==> src/phy_bmc_consts.svh <==
// Offsets, field positions, reset values and timing of the control register.
`ifndef PHY_BMC_CONSTS_SVH
`define PHY_BMC_CONSTS_SVH
`define BMC_OFFSET        5'h00
`define BMC_RESET_VALUE   16'h3100
`define BMC_BIT_RESET     15
`define BMC_BIT_LOOPBACK  14
`define BMC_BIT_SPEED     13
`define BMC_BIT_ANEG_EN   12
`define BMC_BIT_PWR_DOWN  11
`define BMC_BIT_ISOLATE   10
`define BMC_BIT_AN_RESTART 9
`define BMC_BIT_DUPLEX    8
`define BMC_BIT_COL_TEST  7
`define BMC_RSVD_MASK     16'h007F
`define BMC_CLK_NS        40
`define BMC_BIT_NS        10
`define BMC_COL_ON_BT     512
`define BMC_COL_OFF_BT    4
`define BMC_COL_OFF_CYC   ((`BMC_COL_OFF_BT * `BMC_BIT_NS) / `BMC_CLK_NS)
`define BMC_COL_ON_CYC    ((`BMC_COL_ON_BT * `BMC_BIT_NS) / `BMC_CLK_NS)
`define BMC_STRAP_WAIT    3'h4
`endif

==> src/phy_bmc_pkg.sv <==
// Types shared by the control register logic.
`default_nettype none
package phy_bmc_pkg;
  typedef enum logic [0:0] {
    ST_STRAP = 1'b0,
    ST_RUN   = 1'b1
  } phase_e;
endpackage
`default_nettype wire

==> src/pin_sync.sv <==
// Three-stage synchroniser that reports a change once stages two and three agree.
`default_nettype none
module pin_sync #(
  parameter int W = 1
) (
  input  wire logic         mclk,
  input  wire logic [W-1:0] pin,
  output logic      [W-1:0] level
);
  typedef struct packed {
    logic [W-1:0] s1;
    logic [W-1:0] s2;
    logic [W-1:0] s3;
    logic [W-1:0] level;
  } sync_s;

  sync_s st;
  sync_s next_st;

  if (W < 1) begin : g_chk
    $error("W must be at least 1");
  end

  always_comb begin
    next_st    = st;
    next_st.s1 = pin;
    next_st.s2 = st.s1;
    next_st.s3 = st.s2;
    for (int i = 0; i < W; i++) begin
      if (st.s2[i] == st.s3[i]) begin
        next_st.level[i] = st.s3[i];
      end
    end
  end

  always_ff @(posedge mclk) begin
    st <= next_st;
  end

  assign level = st.level;
endmodule
`default_nettype wire

==> src/phy_common_pinout_mode_mode_control.sv <==
// Common_pinout_mode mode control register with loopback, collision test and strap logic.
// Notes on behaviour
// Loopback returns transmit data to receive lines.
// Software also programs self-test register for loopback.
// Speed bit picks 10 or 100 when forced.
// Common-pinout mode loads speed bit from strap.
// Negotiation enable loads from strap, resets enabled.
// Negotiation on ignores speed and duplex bits.
// Power-down bit stops all but register access; code blanks mii_rxd and mii_rx_dv only, not mii_col.
// Extended mode: low pin ORs into power-down.
// Isolate cuts MII, stops 50MHz clock output.
// Restart ignored while negotiation disabled.
// Restart reads one until negotiation starts.
// Clearing restart leaves running negotiation alone.
// Duplex bit picks half or full when forced.
// Collision test raises COL after transmit enable.
// Collision test drops COL after enable falls.
// Reserved bits read zero, ignore writes.
// Soft reset bit resets, clears when done.
// Register at offset zero, resets to 3100h.
`include "phy_bmc_consts.svh"
`default_nettype none
module phy_common_pinout_mode_mode_control
  import phy_bmc_pkg::*;
#(
  parameter int DATA_W = 4
) (
  input  wire logic              mclk,
  input  wire logic              rst,
  input  wire logic [4:0]        reg_addr,
  input  wire logic              reg_wr,
  input  wire logic              reg_rd,
  input  wire logic [15:0]       reg_wdata,
  output logic      [15:0]       reg_rdata,
  input  wire logic              common_pinout_mode,
  input  wire logic              strap_aneg_en,
  input  wire logic              strap_speed_100,
  input  wire logic              strap_full_duplex,
  input  wire logic              strap_isolate,
  input  wire logic              interrupt_powerdown_pin_n,
  input  wire logic              an_started,
  input  wire logic              an_speed_100,
  input  wire logic              an_full_duplex,
  input  wire logic              pcs_reset_done,
  input  wire logic [DATA_W-1:0] mii_txd,
  input  wire logic              mii_tx_en,
  input  wire logic [DATA_W-1:0] phy_rxd,
  input  wire logic              phy_rx_dv,
  input  wire logic              phy_col,
  output logic      [DATA_W-1:0] mii_rxd,
  output logic                   mii_rx_dv,
  output logic                   mii_col,
  output logic                   an_enable,
  output logic                   an_restart,
  output logic                   speed_100,
  output logic                   full_duplex,
  output logic                   power_down,
  output logic                   isolate,
  output logic                   clk50_enable,
  output logic                   pcs_reset
);
  localparam int COL_OFF_CYC = `BMC_COL_OFF_CYC < 1 ? 1 : `BMC_COL_OFF_CYC;

  if (DATA_W != 4 && DATA_W != 2) begin : g_chk
    $error("DATA_W must be 4 or 2");
  end

  typedef struct packed {
    phase_e      phase;
    logic [2:0]  wait_cnt;
    logic [3:0]  straps;
    logic [15:7] ctl;
    logic [15:0] rdata;
    logic [DATA_W-1:0] rxd;
    logic        rx_dv;
    logic        col;
    logic        restart;
  } state_s;

  state_s st;
  state_s next_st;
  logic [5:0] sync;
  logic       pin_low;

  pin_sync #(.W(6)) u_sync (
    .mclk  (mclk),
    .pin   ({common_pinout_mode, strap_aneg_en, strap_speed_100,
             strap_full_duplex, strap_isolate, interrupt_powerdown_pin_n}),
    .level (sync)
  );

  assign pin_low = ~sync[0] & ~sync[5];

  function automatic logic [15:7] defaults(input logic [3:0] s,
                                           input logic       common);
    logic [15:0] v;
    v = `BMC_RESET_VALUE;
    v[`BMC_BIT_ANEG_EN] = s[3];
    if (common) begin
      v[`BMC_BIT_SPEED]   = s[2];
      v[`BMC_BIT_DUPLEX]  = s[1];
      v[`BMC_BIT_ISOLATE] = s[0];
    end
    return v[15:7];
  endfunction

  always_comb begin
    logic wr0;
    wr0 = reg_wr && reg_addr == `BMC_OFFSET;
    next_st = st;
    next_st.restart = 1'b0;
    case (st.phase)
      ST_STRAP: begin
        next_st.wait_cnt = st.wait_cnt + 3'h1;
        if (st.wait_cnt == `BMC_STRAP_WAIT) begin
          next_st.phase  = ST_RUN;
          next_st.straps = sync[4:1];
          next_st.ctl    = defaults(sync[4:1], sync[5]);
        end
      end
      ST_RUN: begin
        if (wr0) begin
          next_st.ctl[15:10] = reg_wdata[15:10];
          next_st.ctl[8:7]   = reg_wdata[8:7];
          if (!reg_wdata[`BMC_BIT_AN_RESTART]) begin
            next_st.ctl[`BMC_BIT_AN_RESTART] = 1'b0;
          end else if (reg_wdata[`BMC_BIT_ANEG_EN]) begin
            next_st.ctl[`BMC_BIT_AN_RESTART] = 1'b1;
            next_st.restart = 1'b1;
          end
          if (!reg_wdata[`BMC_BIT_RESET]) begin
            next_st.ctl[`BMC_BIT_RESET] = st.ctl[`BMC_BIT_RESET];
          end
        end
        if (an_started && !(wr0 && reg_wdata[`BMC_BIT_AN_RESTART])) begin
          next_st.ctl[`BMC_BIT_AN_RESTART] = 1'b0;
        end
        if (!next_st.ctl[`BMC_BIT_ANEG_EN]) begin
          next_st.ctl[`BMC_BIT_AN_RESTART] = 1'b0;
        end
        if (st.ctl[`BMC_BIT_RESET] && pcs_reset_done) begin
          next_st.ctl = defaults(st.straps, sync[5]);
          next_st.restart = 1'b0;
        end
        if (pin_low) begin
          next_st.ctl[`BMC_BIT_PWR_DOWN] = 1'b1;
        end
      end
      default: next_st.phase = ST_STRAP;
    endcase
    next_st.rdata = 16'h0000;
    if (reg_rd && reg_addr == `BMC_OFFSET) begin
      next_st.rdata = {st.ctl, 7'h00};
    end
    next_st.rxd   = st.ctl[`BMC_BIT_LOOPBACK] ? mii_txd   : phy_rxd;
    next_st.rx_dv = st.ctl[`BMC_BIT_LOOPBACK] ? mii_tx_en : phy_rx_dv;
    if (st.ctl[`BMC_BIT_ISOLATE] || st.ctl[`BMC_BIT_PWR_DOWN]) begin
      next_st.rxd   = '0;
      next_st.rx_dv = 1'b0;
    end
    next_st.col = st.ctl[`BMC_BIT_COL_TEST] ? mii_tx_en : phy_col;
    if (st.ctl[`BMC_BIT_ISOLATE]) begin
      next_st.col = 1'b0;
    end
  end

  always_ff @(posedge mclk) begin
    if (rst) begin
      st       <= '0;
      st.ctl   <= 9'(`BMC_RESET_VALUE >> 7);
      st.phase <= ST_STRAP;
    end else begin
      st <= next_st;
    end
  end

  assign reg_rdata    = st.rdata;
  assign mii_rxd      = st.rxd;
  assign mii_rx_dv    = st.rx_dv;
  assign mii_col      = st.col;
  assign an_enable    = st.ctl[`BMC_BIT_ANEG_EN];
  assign an_restart   = st.restart;
  assign speed_100    = an_enable ? an_speed_100
                                  : st.ctl[`BMC_BIT_SPEED];
  assign full_duplex  = an_enable ? an_full_duplex
                                  : st.ctl[`BMC_BIT_DUPLEX];
  assign power_down   = st.ctl[`BMC_BIT_PWR_DOWN] | pin_low;
  assign isolate      = st.ctl[`BMC_BIT_ISOLATE];
  assign clk50_enable = ~st.ctl[`BMC_BIT_ISOLATE];
  assign pcs_reset    = st.ctl[`BMC_BIT_RESET];

  a_loop_data: assert property (@(posedge mclk) disable iff (rst)
    st.ctl[14] && !isolate && !power_down |=> mii_rxd == $past(mii_txd))
    else $error("loopback data not returned");

  a_col_on: assert property (@(posedge mclk) disable iff (rst)
    st.ctl[7] && !isolate && $rose(mii_tx_en) && mii_tx_en ##1
      st.ctl[7] |-> mii_col)
    else $error("collision test did not raise col");

  a_col_off: assert property (@(posedge mclk) disable iff (rst)
    st.ctl[7] && !isolate && !mii_tx_en |-> ##COL_OFF_CYC !mii_col)
    else $error("collision test did not drop col");

  a_restart_gate: assert property (@(posedge mclk) disable iff (rst)
    !an_enable |-> !st.ctl[9])
    else $error("restart set while negotiation off");

  a_restart_hold: assert property (@(posedge mclk) disable iff (rst)
    st.ctl[9] && !an_started && an_enable && !pin_low &&
      !(reg_wr && reg_addr == 5'h00) && !(pcs_reset && pcs_reset_done)
      |=> st.ctl[9])
    else $error("restart cleared before start");

  a_restart_pulse: assert property (@(posedge mclk) disable iff (rst)
    an_restart |-> st.ctl[9] && $past(reg_wr) && $past(reg_wdata[9]))
    else $error("restart pulse without request");

  a_rsvd_zero: assert property (@(posedge mclk) disable iff (rst)
    reg_rdata[6:0] == 7'h00)
    else $error("reserved bits not zero");

  a_pin_pdown: assert property (@(posedge mclk) disable iff (rst)
    pin_low && st.phase == ST_RUN |=> st.ctl[11] && power_down)
    else $error("pin did not set power down");

  a_forced_speed: assert property (@(posedge mclk) disable iff (rst)
    !an_enable |-> speed_100 == st.ctl[13] && full_duplex == st.ctl[8])
    else $error("forced speed or duplex wrong");

  a_reset_hold: assert property (@(posedge mclk) disable iff (rst)
    pcs_reset && !pcs_reset_done |=> pcs_reset)
    else $error("soft reset cleared early");
endmodule
`default_nettype wire

==> config.mk <==
export PLATFORM = sky130hd
export DESIGN_NAME = phy_common_pinout_mode_mode_control
export DESIGN_NICKNAME = d
export VERILOG_FILES = /design/src/phy_bmc_pkg.sv /design/src/pin_sync.sv /design/src/phy_common_pinout_mode_mode_control.sv
export VERILOG_INCLUDE_DIRS = /design/src
export SDC_FILE = /design/constraint.sdc
export NUM_CORES = 1
export LEC_CHECK = 0
export BUFFER_PORTS_ARGS = -buffer_cell sky130_fd_sc_hd__buf_4
export CORE_MARGIN = 8
export CORE_UTILIZATION = 48
export CTS_CLUSTER_DIAMETER = 50
export DETAILED_ROUTE_END_ITERATION = 10
export GPL_TIMING_DRIVEN = 0
export PLACE_DENSITY = 0.79
export RECOVER_POWER = 100
export SYNTH_ARGS = -nofsm -noshare
export SYNTH_HDL_FRONTEND = slang
export SYNTH_SLANG_ARGS = --single-unit
export TNS_END_PERCENT = 30
==> constraint.sdc <==
create_clock -name mclk -period 2 [get_ports mclk]
set_input_delay 0.3 -clock mclk [delete_from_list [all_inputs] [get_ports mclk]]
set_output_delay 0.3 -clock mclk [all_outputs]
set_load 0.005 [all_outputs]
== Word level (Yosys, flattened, before mapping) ==
Index checks and enable logic that the tools add are counted.

* Flip-flop bits (word level): 64
* Bits of input ports: 46
* Output and inout bits: 30
* Word-level logic and storage cells: 88

* $add $sub $neg: 1
* Eq/ne operators: 13
* Mux-type cells: 25
* Bitwise operators: 9
* Reductions and logical operators: 17

{| class="wikitable"
|+ Operator list
! operator !! number
|-
| $mux 9 || 3
|-
| $mux 1 || 18
|-
| $pmux 9 s2 || 1
|-
| $mux 13 || 1
|-
| $mux 8 || 1
|-
| $not 1->1 || 7
|-
| $eq 1x1->1 || 6
|-
| $ne 6x4->1 const B || 1
|-
| $reduce_and 2->1 || 3
|-
| $reduce_and 3->1 || 2
|-
| $reduce_or 2->1 || 3
|-
| $logic_and 1x1->1 || 5
|-
| $logic_not 5->1 || 1
|-
| $ne 5x3->1 const B || 1
|-
| $reduce_or 5->1 || 1
|-
| $mux 4 || 1
|-
| $ne 4x1->1 const B || 1
|-
| $add 3x1->3 const B || 1
|-
| $eq 3x3->1 const B || 1
|-
| $ne 3x1->1 const B || 1
|-
| $ne 3x2->1 const B || 1
|-
| $ne 2x2->1 const B || 1
|-
| $and 1x1->1 || 1
|-
| $logic_not 1->1 || 1
|-
| 2 further kinds || 2
|}

== Longest topological paths before layout ==
* Word-level depth: 10
* Depth in mapped cells: 7
* Gate-level depth less buffers: 6

== By module ==
Synthesis repeated with hierarchy kept, for this count alone.

* Cells, all modules: 193
* Area total of the unflattened synthesis: 2180.8 um^2

{| class="wikitable"
|+ Modules (own cells, without submodules)
! module !! instances !! cells each !! area an instance (um^2) !! seq. area each (um^2)
|-
| phy_common_pinout_mode_mode_control || 1 || 157 || 1542.7 || 660.6
|-
| pin_sync || 1 || 36 || 638.1 || 540.5
|}

== Least setup slack after synthesis ==
No wires, ideal clock.

* Path type: register to register
* From: register st[36] in the netlist's numbering
* To: register st, in the netlist isolate
* Library setup time: 134 ps
* Arrival time: 1429 ps
* Required time: 1866 ps
* Setup slack: 438 ps
* Stages on the path, launching flop included: 8
* Buffers on the path: 1
* Clock period less this slack: 1562 ps
* Cells stage by stage: dfxtp_1 inv_1 ha_1 and3b_1 buf_2 a22o_1 a221oi_1 a211oi_1

* Longest elaborated chain between the ends: 3

{| class="wikitable"
|+ RTL lines
! what !! RTL line !! RTL
|-
| start, declared || phy_common_pinout_mode_mode_control.sv:80 || <nowiki>state_s st;</nowiki>
|-
| start signal, assigned || phy_common_pinout_mode_mode_control.sv:173 || <nowiki>st <= next_st;</nowiki>
|-
| $eq 3x3->1 (no line) || -- ||
|-
| $ne 2x2->1 (no line) || -- ||
|-
| $reduce_and 2->1 (no line) || -- ||
|}

No other way between the ends.
A chain may end at the register's enable or synchronous reset.

== Worst setup path in the final report ==
* From: register st[36] in the netlist's numbering
* To: register st[27] in the netlist's numbering

Same word-level chain as after synthesis.

==> flow_metrics.py <==
metrics = {
    "cts": {
        "clockBufferDepth": 2,
        "cts-root-buf": "clkbuf_8",
        "clkTransAtPathRegs_ns": 0.06,
        "cts_tree": "built",
        "worstSkewPairLatency_ns": 0.32,
        "cts_made_buffers": 9,
        "htreeDepth": 3,
        "cts_resized": 0,
        "postCtsHoldBufs": 0,
        "cts_setup_buffers": 0,
        "cts_sinks": 57,
    },
    "sta": {
        "layout_min_cycle_time_ns": 1.826,
        "setup_violations": 0,
        "skew_ns": 0.007668,
        "max_clock_freq_ghz": 0.5478,
        "worst_pin_slew_ns": 0.5875,
        "hold_viol": 0,
        "period_share": 0.9128,
        "setup_tns_ns": 0,
        "maxSlewHeadroom": 0.6053,
        "grt_setup_unrepaired": "false",
        "report.final.slew_viol_count": 0,
    },
    "synthesis": {
        "yosys-top-cells-count": "dfxtp_1, buf_4, nor2_1, nand2_1, and2_1",
        "synth_top_flop_cell": "dfxtp_1",
        "synth_cell_types": 44,
        "synth_cells": 192,
        "ys_warn_count": 0,
        "synth_seq_cells": 57,
        "synth.yosys.seq_area_share": 0.5714,
        "synth.most_common_cell": "dfxtp_1",
        "synth_top_cell_by_area": "dfxtp_1",
        "ys_top_cells_by_area": "dfxtp_1, edfxtp_1, buf_4",
        "synth_area_mm2": 0.002102,
        "ys_async_sr_fraction": 0,
        "syn-mean-instance-area_um2": 10.95,
        "synth_top_area_share": 0.4857,
        "synth-edff-count": 6,
    },
    "global_routing": {
        "grt_overflow": 0,
        "grt_pass1_vias": 1413,
        "antenna_found_initial": 0,
        "grt_use_total": 0.1275,
        "grt_max_degree": 11,
        "grt_pass1_wl_mm": 6.341,
    },
    "placed_design": {
        "placed_cells": 311,
        "dp_hpwl_mm": 3.225,
        "gp_congestion": 0.7846,
        "portBuffers": 61,
    },
    "hold_path": {
        "hold_class": "in2reg",
    },
    "drt": {
        "wire_per_inst_um": 12.86,
        "viasPerCell": 4.630,
        "initialDrtViolationCount": 137,
        "drt-total-wl_mm": 4.205,
        "dr_total_vias": 1514,
        "ant_nets": 0,
        "drc": 0,
        "drt_first_pass_iters": 4,
    },
    "die": {
        "core_area_mm2": 0.004294,
        "dieArea_mm2": 0.006753,
        "ios": 76,
        "start_util": 0.4895,
        "die_h_um": 82.18,
        "num_rows": 24,
        "fp.dieW_um": 82.18,
    },
    "critical_path": {
        "cp_slowest_cell": "dfxtp_1",
        "cp_max_fo": 10,
        "arrival_ns": 2.08,
        "slowest_delay_ns": 0.36,
        "worstSetupPathType": "reg2reg",
        "endpoint_kind": "flip-flop",
        "start_kind": "flip-flop",
        "cp_cell_sequence": "inv_1 > ha_1 > and3b_1 > buf_2 > a211oi_4 > o311ai_0 > o22ai_1",
        "required_ns": 2.25,
    },
    "layout": {
        "num-fill-cells": 361,
        "fin_cells": 327,
        "antenna_cells": 0,
        "multi_input_area_um2": 715.7,
        "fin_nets": 318,
        "drive_gt1_frac": 0.3673,
        "syn_to_final_growth_pct": 33.93,
        "regArea_mm2": 0.001201,
    },
    "power": {
        "powerDensity_mw_per_mm2": 871.4,
        "p_leak_nw": 1.245,
        "vdd_ir_drop_max_mv": 0.5113,
    },
    "run_status": {
        "status": "finished clean",
    },
    "flow_run": {
        "drv_cap": 0,
    },
}
worst max-delay path, delay by kind of cell (launching register included):
| family | cells | cell delay [ns] |
|---|---|---|
| and+or+nand+nor | 1 | 0.16 |
| buffers and inverters | 2 | 0.24 |
| adders and majority gates | 1 | 0.23 |
| AOI/OAI and AO/OA | 3 | 0.77 |
| DFF | 1 | 0.36 |
stage by stage:
step	setup WS (ns)	utilization	cell area (um^2)	total power [mW]	hold slack [ns]
detailed placement	0.2800	0.6166	2648	1.522	0.3121
floorplan	0.4377	-	2125	1.398	0.3096
global placement	0.3356	0.6166	2648	1.513	0.3113
CTS	0.2349	0.6594	2831	2.491	0.05549
finish	0.1745	0.6556	2815	2.453	0.09601
global route	0.07659	0.6556	2815	2.572	0.06826
sequential cells by signal, summed over array words and instances (netlist names):
name	count
u_sync.st	6
mii_rxd	4
isolate	1
u_sync.next_st	12
mii_col	1
reg_rdata	9
mii_rx_dv	1
an_enable	1
st	14
an_restart	1
u_sync.level	6
pcs_reset	1
where the power goes:
part / switching, mW / internal [mW]
sequential: 0.0361 / 1.22
clock: 0.404 / 0.555
combinational: 0.0986 / 0.141
routing by layer:
layer,wire (um),up-vias,global-route usage
li1,-,779,-
met1,1682,676,0.1384
met2,2113,55,0.2068
met3,375,4,0.05519
met4,33,0,0.06842
met5,0,-,0
worst paths after layout:
kind	slack [ns]	startpoint	to	cells past startpoint
worst max register to register	0.17	st[36]	st[27]	7
worst min register to register	0.32	u_sync.next_st[12]	u_sync.next_st[6]	0
worst min-delay path	0.1	strap_isolate	u_sync.next_st[13]	1
worst max-delay path	0.17	st[36]	st[27]	7
cell type report:
class	count	area share
plain buffers	28	0.06533
multi-input cells	109	0.2542
inverters	4	0.005333
clock inverters	2	0.003556
well taps	52	0.02311
flip-flops and latches	57	0.4267
clock buffers	14	0.06178
repair buffers	61	0.1600
cells in the final DEF (no fill, tap or decap), types with 2 or more instances in the layout:
cell / instances
nor3_1: 2
nand2_1: 14
and2_0: 4
mux2_2: 2
xnor2_1: 7
a21oi_1: 8
edfxtp_1: 6
clkinv_2: 2
nand3_1: 2
nor2_1: 16
inv_1: 4
clkbuf_1: 10
conb_1: 7
a22oi_1: 5
clkbuf_8: 10
buf_2: 2
a31oi_1: 3
buf_4: 50
and2_1: 5
mux2i_1: 8
ha_1: 2
dfxtp_1: 51
clkbuf_4: 29
cells by family (layout without fill, tap and decap cells):
| logic type | after synthesis | in the layout | synth area share |
|---|---|---|---|
| buffers and inverters | 32 | 109 | 0.09642 |
| multiplexers | 10 | 10 | 0.04881 |
| XOR/XNOR | 8 | 8 | 0.03333 |
| other | 1 | 7 | 0.001784 |
| flip-flops | 57 | 57 | 0.5714 |
| AO/OA/AOI/OAI | 25 | 25 | 0.08573 |
| AND/OR/NAND/NOR | 57 | 57 | 0.1506 |
| adder cells (fa/ha/maj) | 2 | 2 | 0.01190 |
No activity file was read; power rests on OpenSTA's default activity.
